$ cat src/logic/sdpr_map.svh
// Purpose: Constants for the SDRAM precharge and refresh control block
// Assumes: 50 MHz core clock
// Notes: Timing counts derive from times in ns
`ifndef SDPR_MAP_SVH
`define SDPR_MAP_SVH
`define SDPR_CLK_PERIOD_NS 20
`define SDPR_T_RP_NS 20
`define SDPR_T_RAS_NS 50
`define SDPR_T_RFC_NS 70
`define SDPR_T_XSR_NS 80
`define SDPR_RP_CYC (((`SDPR_T_RP_NS + `SDPR_CLK_PERIOD_NS - 1) / `SDPR_CLK_PERIOD_NS) < 1 ? 1 : \
   ((`SDPR_T_RP_NS + `SDPR_CLK_PERIOD_NS - 1) / `SDPR_CLK_PERIOD_NS))
`define SDPR_RFC_CYC ((`SDPR_T_RFC_NS + `SDPR_CLK_PERIOD_NS - 1) / `SDPR_CLK_PERIOD_NS)
`define SDPR_XSR_CYC ((`SDPR_T_XSR_NS + `SDPR_CLK_PERIOD_NS - 1) / `SDPR_CLK_PERIOD_NS)
`define SDPR_PRE_SEL_BIT 10
`define SDPR_ROWS 8192
`define SDPR_BL_FULL 3'h7
`define SDPR_SELF_DIV 16'h0100
`endif

$ cat src/logic/sdpr_pkg.sv
// Purpose: Types for the SDRAM precharge and refresh control block
// Assumes: Commands decoded from cs/ras/cas/we
// Notes: Burst length code 7 means full page
package sdpr_pkg;
   typedef enum logic [3:0] {
      SDPR_CMD_NOP = 4'h0,
      SDPR_CMD_ACT = 4'h1,
      SDPR_CMD_RD = 4'h2,
      SDPR_CMD_WR = 4'h3,
      SDPR_CMD_BST = 4'h4,
      SDPR_CMD_PRE = 4'h5,
      SDPR_CMD_REF = 4'h6,
      SDPR_CMD_LMR = 4'h7
   } sdpr_cmd_e;
   typedef struct packed {
      logic cs_n;
      logic ras_n;
      logic cas_n;
      logic we_n;
      logic cke;
      logic [1:0] bank;
      logic [12:0] addr;
   } sdpr_cmd_s;
   typedef struct packed {
      logic pre_valid;
      logic [1:0] pre_bank;
      logic ref_valid;
      logic [12:0] ref_row;
   } sdpr_act_s;
endpackage

$ cat src/logic/sdpr_self_osc.sv
// Purpose: Internal refresh tick generator for self refresh
// Assumes: Core clock stands in for the internal oscillator
// Notes: Tick is a one-cycle enable pulse
`timescale 1ns/1ns
`include "sdpr_map.svh"
module sdpr_self_osc #(
   parameter logic [15:0] DIV = `SDPR_SELF_DIV
) (
   // Clock and reset
   input wire logic i_core_clk,
   input wire logic i_srst,
   // Control
   input wire logic i_run,
   output logic o_tick
);
   logic [15:0] cnt_ff;
   always_ff @(posedge i_core_clk) begin
      if (i_srst || !i_run) begin
         cnt_ff <= 16'h0000;
      end else if (cnt_ff == DIV - 16'h0001) begin
         cnt_ff <= 16'h0000;
      end else begin
         cnt_ff <= cnt_ff + 16'h0001;
      end
   end
   assign o_tick = i_run && (cnt_ff == DIV - 16'h0001);
endmodule // sdpr_self_osc

$ cat src/logic/sdpr_ctrl.sv
// Purpose: Device-side auto precharge, burst terminate and refresh control
// Assumes: Pins synchronised here; controller keeps its own timing rules
// Notes: Outputs tell the array which bank to precharge and row to refresh
// Operation
// Read or write with precharge bit high precharges that bank after burst.
// Full-page bursts never auto precharge.
// Auto precharge flag belongs only to its own access command.
// Precharge starts at the earliest valid point of the burst.
// Controller waits precharge period before using that bank again.
// Burst terminate truncates fixed-length and full-page bursts.
// Terminate hits the most recently registered read or write burst.
// Controller issues one auto refresh command per refresh needed.
// Auto refresh row comes from internal counter, address ignored.
// Controller issues 8192 refreshes per refresh period.
// Controller may burst all 8192 refreshes at row cycle rate.
// Self refresh entry is refresh encoding with clock enable low.
// In self refresh only clock enable is observed.
// Self refresh refreshes autonomously from internal clocking.
// Controller stays in self refresh at least row active time.
// Controller ensures stable clock before raising clock enable.
// Controller sends only NOPs for exit time, at least two clocks.
// Controller resumes auto refresh after self refresh exit.
// Refresh encoding is auto refresh with clock enable high, else self.
// Precharge bit high enables auto precharge, low disables it.
// Controller waits exit time before an active command.
// Controller schedules refreshes and holds accesses while one is pending.
`timescale 1ns/1ns
`include "sdpr_map.svh"
module sdpr_ctrl
   import sdpr_pkg::*;
#(
   parameter int ROW_W = 13
) (
   // Clock and reset
   input wire logic i_core_clk,
   input wire logic i_srst,
   // Command pins
   input wire sdpr_pkg::sdpr_cmd_s i_cmd,
   // Mode: burst length code, 7 is full page
   input wire logic [2:0] i_burst_len,
   // Array actions
   output sdpr_pkg::sdpr_act_s o_act,
   output logic o_self_refresh,
   output logic o_burst_active
);
   import sdpr_pkg::*;

   typedef enum logic [1:0] {
      SDPR_ST_NORMAL = 2'b00,
      SDPR_ST_SELF = 2'b01,
      SDPR_ST_EXIT = 2'b10
   } sdpr_st_e;

   function automatic sdpr_cmd_e decode(input sdpr_cmd_s c);
      if (c.cs_n) begin
         decode = SDPR_CMD_NOP;
      end else begin
         case ({c.ras_n, c.cas_n, c.we_n})
            3'h3: decode = SDPR_CMD_ACT;
            3'h5: decode = SDPR_CMD_RD;
            3'h4: decode = SDPR_CMD_WR;
            3'h6: decode = SDPR_CMD_BST;
            3'h2: decode = SDPR_CMD_PRE;
            3'h1: decode = SDPR_CMD_REF;
            3'h0: decode = SDPR_CMD_LMR;
            default: decode = SDPR_CMD_NOP;
         endcase
      end
   endfunction

   function automatic logic [8:0] burst_beats(input logic [2:0] code);
      case (code)
         3'h0: burst_beats = 9'h001;
         3'h1: burst_beats = 9'h002;
         3'h2: burst_beats = 9'h004;
         3'h3: burst_beats = 9'h008;
         default: burst_beats = 9'h000;
      endcase
   endfunction

   sdpr_cmd_s sync1_ff;
   sdpr_cmd_s sync2_ff;
   sdpr_cmd_e cmd;
   sdpr_st_e st_ff;
   logic [8:0] beats_ff;
   logic burst_ff;
   logic ap_ff;
   logic [1:0] bank_ff;
   logic [ROW_W-1:0] row_cnt_ff;
   logic [7:0] xsr_ff;
   logic self_tick;
   logic last_beat;
   logic is_access;
   sdpr_act_s act_ff;

   // Pins pass two flops
   always_ff @(posedge i_core_clk) begin
      if (i_srst) begin
         sync1_ff <= '{cs_n: 1'b1, ras_n: 1'b1, cas_n: 1'b1, we_n: 1'b1, cke: 1'b1, default: '0};
         sync2_ff <= '{cs_n: 1'b1, ras_n: 1'b1, cas_n: 1'b1, we_n: 1'b1, cke: 1'b1, default: '0};
      end else begin
         sync1_ff <= i_cmd;
         sync2_ff <= sync1_ff;
      end
   end

   // commands ignored outside normal state
   assign cmd = (st_ff == SDPR_ST_NORMAL) ? decode(sync2_ff) : SDPR_CMD_NOP;
   assign is_access = (cmd == SDPR_CMD_RD) || (cmd == SDPR_CMD_WR);
   assign last_beat = burst_ff && (beats_ff == 9'h001);

   // new access replaces tracked burst
   always_ff @(posedge i_core_clk) begin
      if (i_srst) begin
         burst_ff <= 1'b0;
         beats_ff <= 9'h000;
         bank_ff <= 2'h0;
      end else if (is_access) begin
         burst_ff <= 1'b1;
         beats_ff <= burst_beats(i_burst_len);
         bank_ff <= sync2_ff.bank;
      end else if (cmd == SDPR_CMD_BST) begin
         // truncate any burst
         burst_ff <= 1'b0;
         beats_ff <= 9'h000;
      end else if (last_beat) begin
         burst_ff <= 1'b0;
         beats_ff <= 9'h000;
      end else if (burst_ff && beats_ff != 9'h000) begin
         beats_ff <= beats_ff - 9'h001;
      end
   end

   // flag latched per access only
   always_ff @(posedge i_core_clk) begin
      if (i_srst) begin
         ap_ff <= 1'b0;
      end else if (is_access) begin
         // precharge bit selects
         // never for full page
         ap_ff <= sync2_ff.addr[`SDPR_PRE_SEL_BIT] && (i_burst_len != `SDPR_BL_FULL);
      end else if (last_beat || cmd == SDPR_CMD_BST) begin
         ap_ff <= 1'b0;
      end
   end

   // Self refresh state machine
   always_ff @(posedge i_core_clk) begin
      if (i_srst) begin
         st_ff <= SDPR_ST_NORMAL;
         xsr_ff <= 8'h00;
      end else begin
         case (st_ff)
            SDPR_ST_NORMAL: begin
               // low clock enable means self refresh
               if (decode(sync2_ff) == SDPR_CMD_REF && !sync2_ff.cke) begin
                  st_ff <= SDPR_ST_SELF;
               end
            end
            SDPR_ST_SELF: begin
               // only clock enable watched
               if (sync2_ff.cke) begin
                  st_ff <= SDPR_ST_EXIT;
                  xsr_ff <= 8'(`SDPR_XSR_CYC);
               end
            end
            SDPR_ST_EXIT: begin
               if (xsr_ff <= 8'h01) begin
                  st_ff <= SDPR_ST_NORMAL;
                  xsr_ff <= 8'h00;
               end else begin
                  xsr_ff <= xsr_ff - 8'h01;
               end
            end
            default: st_ff <= SDPR_ST_NORMAL;
         endcase
      end
   end

   // internal refresh timing
   sdpr_self_osc #(
      .DIV(`SDPR_SELF_DIV)
   ) u_osc (
      .i_core_clk(i_core_clk),
      .i_srst(i_srst),
      .i_run(st_ff == SDPR_ST_SELF),
      .o_tick(self_tick)
   );

   // Array actions and refresh counter
   always_ff @(posedge i_core_clk) begin
      if (i_srst) begin
         act_ff <= '0;
         row_cnt_ff <= '0;
      end else begin
         // precharge addressed bank on completion
         // issued the cycle after the final beat
         act_ff.pre_valid <= ap_ff && last_beat && !is_access && cmd != SDPR_CMD_BST;
         act_ff.pre_bank <= bank_ff;
         act_ff.ref_valid <= 1'b0;
         // row from counter, address ignored
         if ((cmd == SDPR_CMD_REF && sync2_ff.cke) || self_tick) begin
            act_ff.ref_valid <= 1'b1;
            act_ff.ref_row <= row_cnt_ff;
            row_cnt_ff <= (row_cnt_ff == ROW_W'(`SDPR_ROWS - 1)) ? '0 : row_cnt_ff + 1'b1;
         end
      end
   end

   assign o_act = act_ff;
   assign o_self_refresh = (st_ff != SDPR_ST_NORMAL);
   assign o_burst_active = burst_ff;
endmodule // sdpr_ctrl

$ cat config.mk
export PLATFORM = sky130hd
export DESIGN_NAME = sdpr_ctrl
export DESIGN_NICKNAME = d
export VERILOG_FILES = /design/src/logic/sdpr_pkg.sv /design/src/logic/sdpr_self_osc.sv /design/src/logic/sdpr_ctrl.sv
export VERILOG_INCLUDE_DIRS = /design/src /design/src/logic
export SDC_FILE = /design/constraint.sdc
export NUM_CORES = 1
export LEC_CHECK = 0
export BUFFER_PORTS_ARGS = -buffer_cell sky130_fd_sc_hd__buf_4
export CORE_ASPECT_RATIO = 1.2
export CORE_MARGIN = 2
export CORE_UTILIZATION = 45
export DETAILED_ROUTE_END_ITERATION = 16
export HOLD_SLACK_MARGIN = 0.12
export PLACE_DENSITY = 0.68
export SLEW_MARGIN = 20
export SYNTH_ARGS = -nofsm -noshare
export SYNTH_HDL_FRONTEND = slang
export SYNTH_SLANG_ARGS = --single-unit
$ cat constraint.sdc
create_clock -name i_core_clk -period 6.1 [get_ports i_core_clk]
set_clock_uncertainty 0.15 [all_clocks]
set_input_delay 0.915 -clock i_core_clk [delete_from_list [all_inputs] [get_ports i_core_clk]]
set_output_delay 0.915 -clock i_core_clk [all_outputs]
set_load 0.005 [all_outputs]
==> flow_summary.toml <==
[placed_design]
dp_hpwl_mm = 4.24
place.port_buffers = 31
final_wtd_congestion = 0.813

[sta]
rsz0062_at_grt = "false"
max_slew_margin = 0.499
final_number_of_setup_violating_endpoints = 0
final.setup.tns_ps = 0
fin_crit_sh = 0.404
final_period_minus_worst_setup_slack_ps = 2470
worstMarginPinSlew_ps = 745
final-hold-violation-count = 0
timing_max_transition_violations_final = 0
clock.fmax_mhz = 405

[worst_setup_path]
worstSetupStartpointType = "register"
critical-path-top-delay-family = "simple AND/OR/NAND/NOR gates"
critical_path.n_buffers_inverters = 1
cp_slowest_stage_delay_ps = 550
worstPathArrival_ps = 2600
sequence_of_cells_on_the_critical_path = "ha_1, nand4_1, nor4_4, a32oi_2, buf_4, or4_1, a21oi_1"
crit_required_ps = 6230
critical_path.reg2reg.startpoint = "u_osc.cnt_ff[0]$_SDFF_PP0_"
critical_path_peak_fanout = 41
crit_start = "u_osc.cnt_ff[0]$_SDFF_PP0_"
ff2ff_setup_slack_ps = 3630
cell_type_of_the_slowest_stage_on_the_worst_timing_path = "or4_1"
crit_type = "register to register"
worst_setup_path_end_kind = "register"

[cts]
cts_post_setup_buffers_inserted = 0
cts_made_buffers = 9
cts_max_path_buffers = 2
tritoncts_num_sinks = 85
post_cts_resized = 0
cts_max_level = 3
ctsRootBufferMaster = "clkbuf_8"
tritoncts = "yes"
insertion_delay_ps = 350
cts-hold-fix-buffers = 0
cts.reportedPaths.clkPinSlew_ps = 90

[synthesis]
synth-compound-area-share = 0.116
synthesis.yosys.warnings = 0
syn-cell-area_mm2 = 0.00349
average_instance_area_after_synthesis_um2 = 8.98
dominant_combinational_cell_family_by_area_after_synthesis = "simple AND/OR/NAND/NOR gates"
post_synthesis_share_of_cell_area_spent_on_full_adders_half_adders_and_majority_gates = 0.0215
synth_mux_area_frac = 0.0372
post_synthesis_sequential_area_ratio = 0.487
synth.distinct_cells = 47
synth_xor_area_frac = 0.0426
yosys_register_bits = 85
post_synth_net_total = 420
synthSimpleGateAreaFrac = 0.269
postSynthCellCount = 389

[cells_and_area]
multi_input_area_mm2 = 0.00170
seqCellArea_mm2 = 0.00170
final_cell_mix = "85 x dfxtp_1, 53 x nor2_1, 32 x buf_4"
layout-drive-gt1-share = 0.158
num_antenna_cells = 0
final.fill_count = 750
finish.net_count = 449
area.growth.synth_to_final_pct = 15.7
mostFrequentLayoutCell = "dfxtp_1"

[floorplanning]
die-width_um = 84.4
die_h_um = 101
row_count = 35
die_area_mm2 = 0.00849
core_region_area_mm2 = 0.00762
start_util = 0.458
number_of_top_level_pins = 44

[routing]
first_pass_iters = 4
wl_per_cell_um = 12.0
wirelength_mm = 6.19
vias = 2728
number_of_remaining_drc_errors = 0
drtAntennaViolNets = 0
routed_via_density = 5.30
detail_route.iter0.violations = 97

[worst_hold_path]
min-delay-path-class = "register to register"
hp_start = "sync1_ff[16]$_SDFF_PP1_"

[status]
run_status = "finished, final reports clean"

[global_route]
maximum_number_of_pins_on_one_net_before_global_route_repair = 58
globalRouteTotalUtil = 0.155
grt_first_pass_wirelength_mm = 10.9
grt_antenna_before_repair = 0
grt.overflow.total = 0
via_count_of_the_first_global_routing_pass = 2631

[pwr]
static-leakage-power_nw = 1.55
vdd.ir_drop.worst_mv = 0.196
power_density_mw_per_mm2 = 265
fin_total_pwr_mw = 1.07

[run]
drv.max_cap_violation_count = 0
[logic make-up after synthesis]
| logic type | count (synthesis) |
|---|---|
| buffers and inverters | 24 |
| flip-flops | 85 |
| adder cells (fa/ha/maj) | 6 |
| multiplexers | 13 |
| AO/OA/AOI/OAI | 66 |
| XOR/XNOR | 17 |
| AND/OR/NAND/NOR | 178 |
[layout make-up]
type | count | area share
flip-flops and latches | 85 | 0.421
multi-input cells | 280 | 0.420
repair buffers | 32 | 0.0595
clock buffers | 11 | 0.0350
well taps | 92 | 0.0285
clock inverters | 5 | 0.0266
inverters | 10 | 0.00929
[Yosys cell counts (all sizes together)]
cell / count / area (µm²)
dfxtp: 85 / 1700
nor2: 53 / 199
a21oi: 28 / 140
nand2: 27 / 101
o21ai: 16 / 80.1
nand3: 14 / 70.1
mux2i: 13 / 130
or2: 12 / 75.1
xor2: 11 / 96.3
clkbuf: 10 / 37.5
inv: 10 / 37.5
nor2b: 10 / 62.6
nor3: 9 / 45.0
or3: 9 / 56.3
nor4: 7 / 58.8
or4: 7 / 56.3
ha: 6 / 75.1
nand4: 6 / 37.5
xnor2: 6 / 52.6
and2: 5 / 31.3
a31oi: 4 / 25.0
a32oi: 4 / 42.6
and3: 4 / 25.0
buf: 4 / 20.0
nand2b: 4 / 25.0
a211oi: 3 / 22.5
o31ai: 3 / 22.5
or3b: 3 / 26.3
a311oi: 2 / 17.5
a31o: 2 / 17.5
nand3b: 2 / 15.0
a21o: 1 / 7.51
and4: 1 / 8.76
nand4b: 1 / 8.76
nor3b: 1 / 7.51
nor4b: 1 / 8.76
nor4bb: 1 / 10.0
o21bai: 1 / 11.3
o31a: 1 / 8.76
o41ai: 1 / 8.76
or4b: 1 / 10.0
[sequential cells by signal, summed over array words and instances, names as in the netlist]
name	cells
bank_ff	2
sync1_ff	8
o_act	17
beats_ff	9
ap_ff	1
sync2_ff	8
o_burst_active	1
st_ff	2
u_osc.cnt_ff	16
xsr_ff	8
row_cnt_ff	13
[power by group]
group | internal [mW] | total (mW) | switching (mW)
Clock | 0.285 | 0.480 | 0.195
Sequential | 0.560 | 0.563 | 0.00280
Combinational | 0.0125 | 0.0265 | 0.0139
Total | 0.857 | 1.07 | 0.212
[through the flow]
step | hold WS, ps | cell area [µm²] | instances | worst slack, ps | utilization
3_3_place_gp | 241 | 3790 | 499 | 3680 | 0.498
2_1_floorplan | 239 | 3490 | 389 | 3940 | -
5_1_grt | 278 | 4040 | 515 | 3510 | 0.530
6_report | 256 | 4040 | 515 | 3630 | 0.530
3_5_place_dp | 247 | 3790 | 499 | 3640 | 0.498
4_1_cts | 264 | 4040 | 515 | 3620 | 0.530
[final timing paths]
kind                                       to  depth (start not counted)
setup / recovery  row_cnt_ff[11]$_SDFFE_PP0P_                          7
hold / removal        sync2_ff[16]$_SDFF_PP1_                          1
setup reg to reg  row_cnt_ff[11]$_SDFFE_PP0P_                          7
hold reg to reg       sync2_ff[16]$_SDFF_PP1_                          1
[metal layers]
metal | GRT usage | vias up | wire length (µm)
met5 | 0 | - | 0
met2 | 0.276 | 35 | 3050
met3 | 0.0377 | 11 | 197
met4 | 0.0684 | 0 | 115
li1 | - | 1427 | -
met1 | 0.177 | 1255 | 2830
No activity file was read; power rests on OpenSTA's default activity.
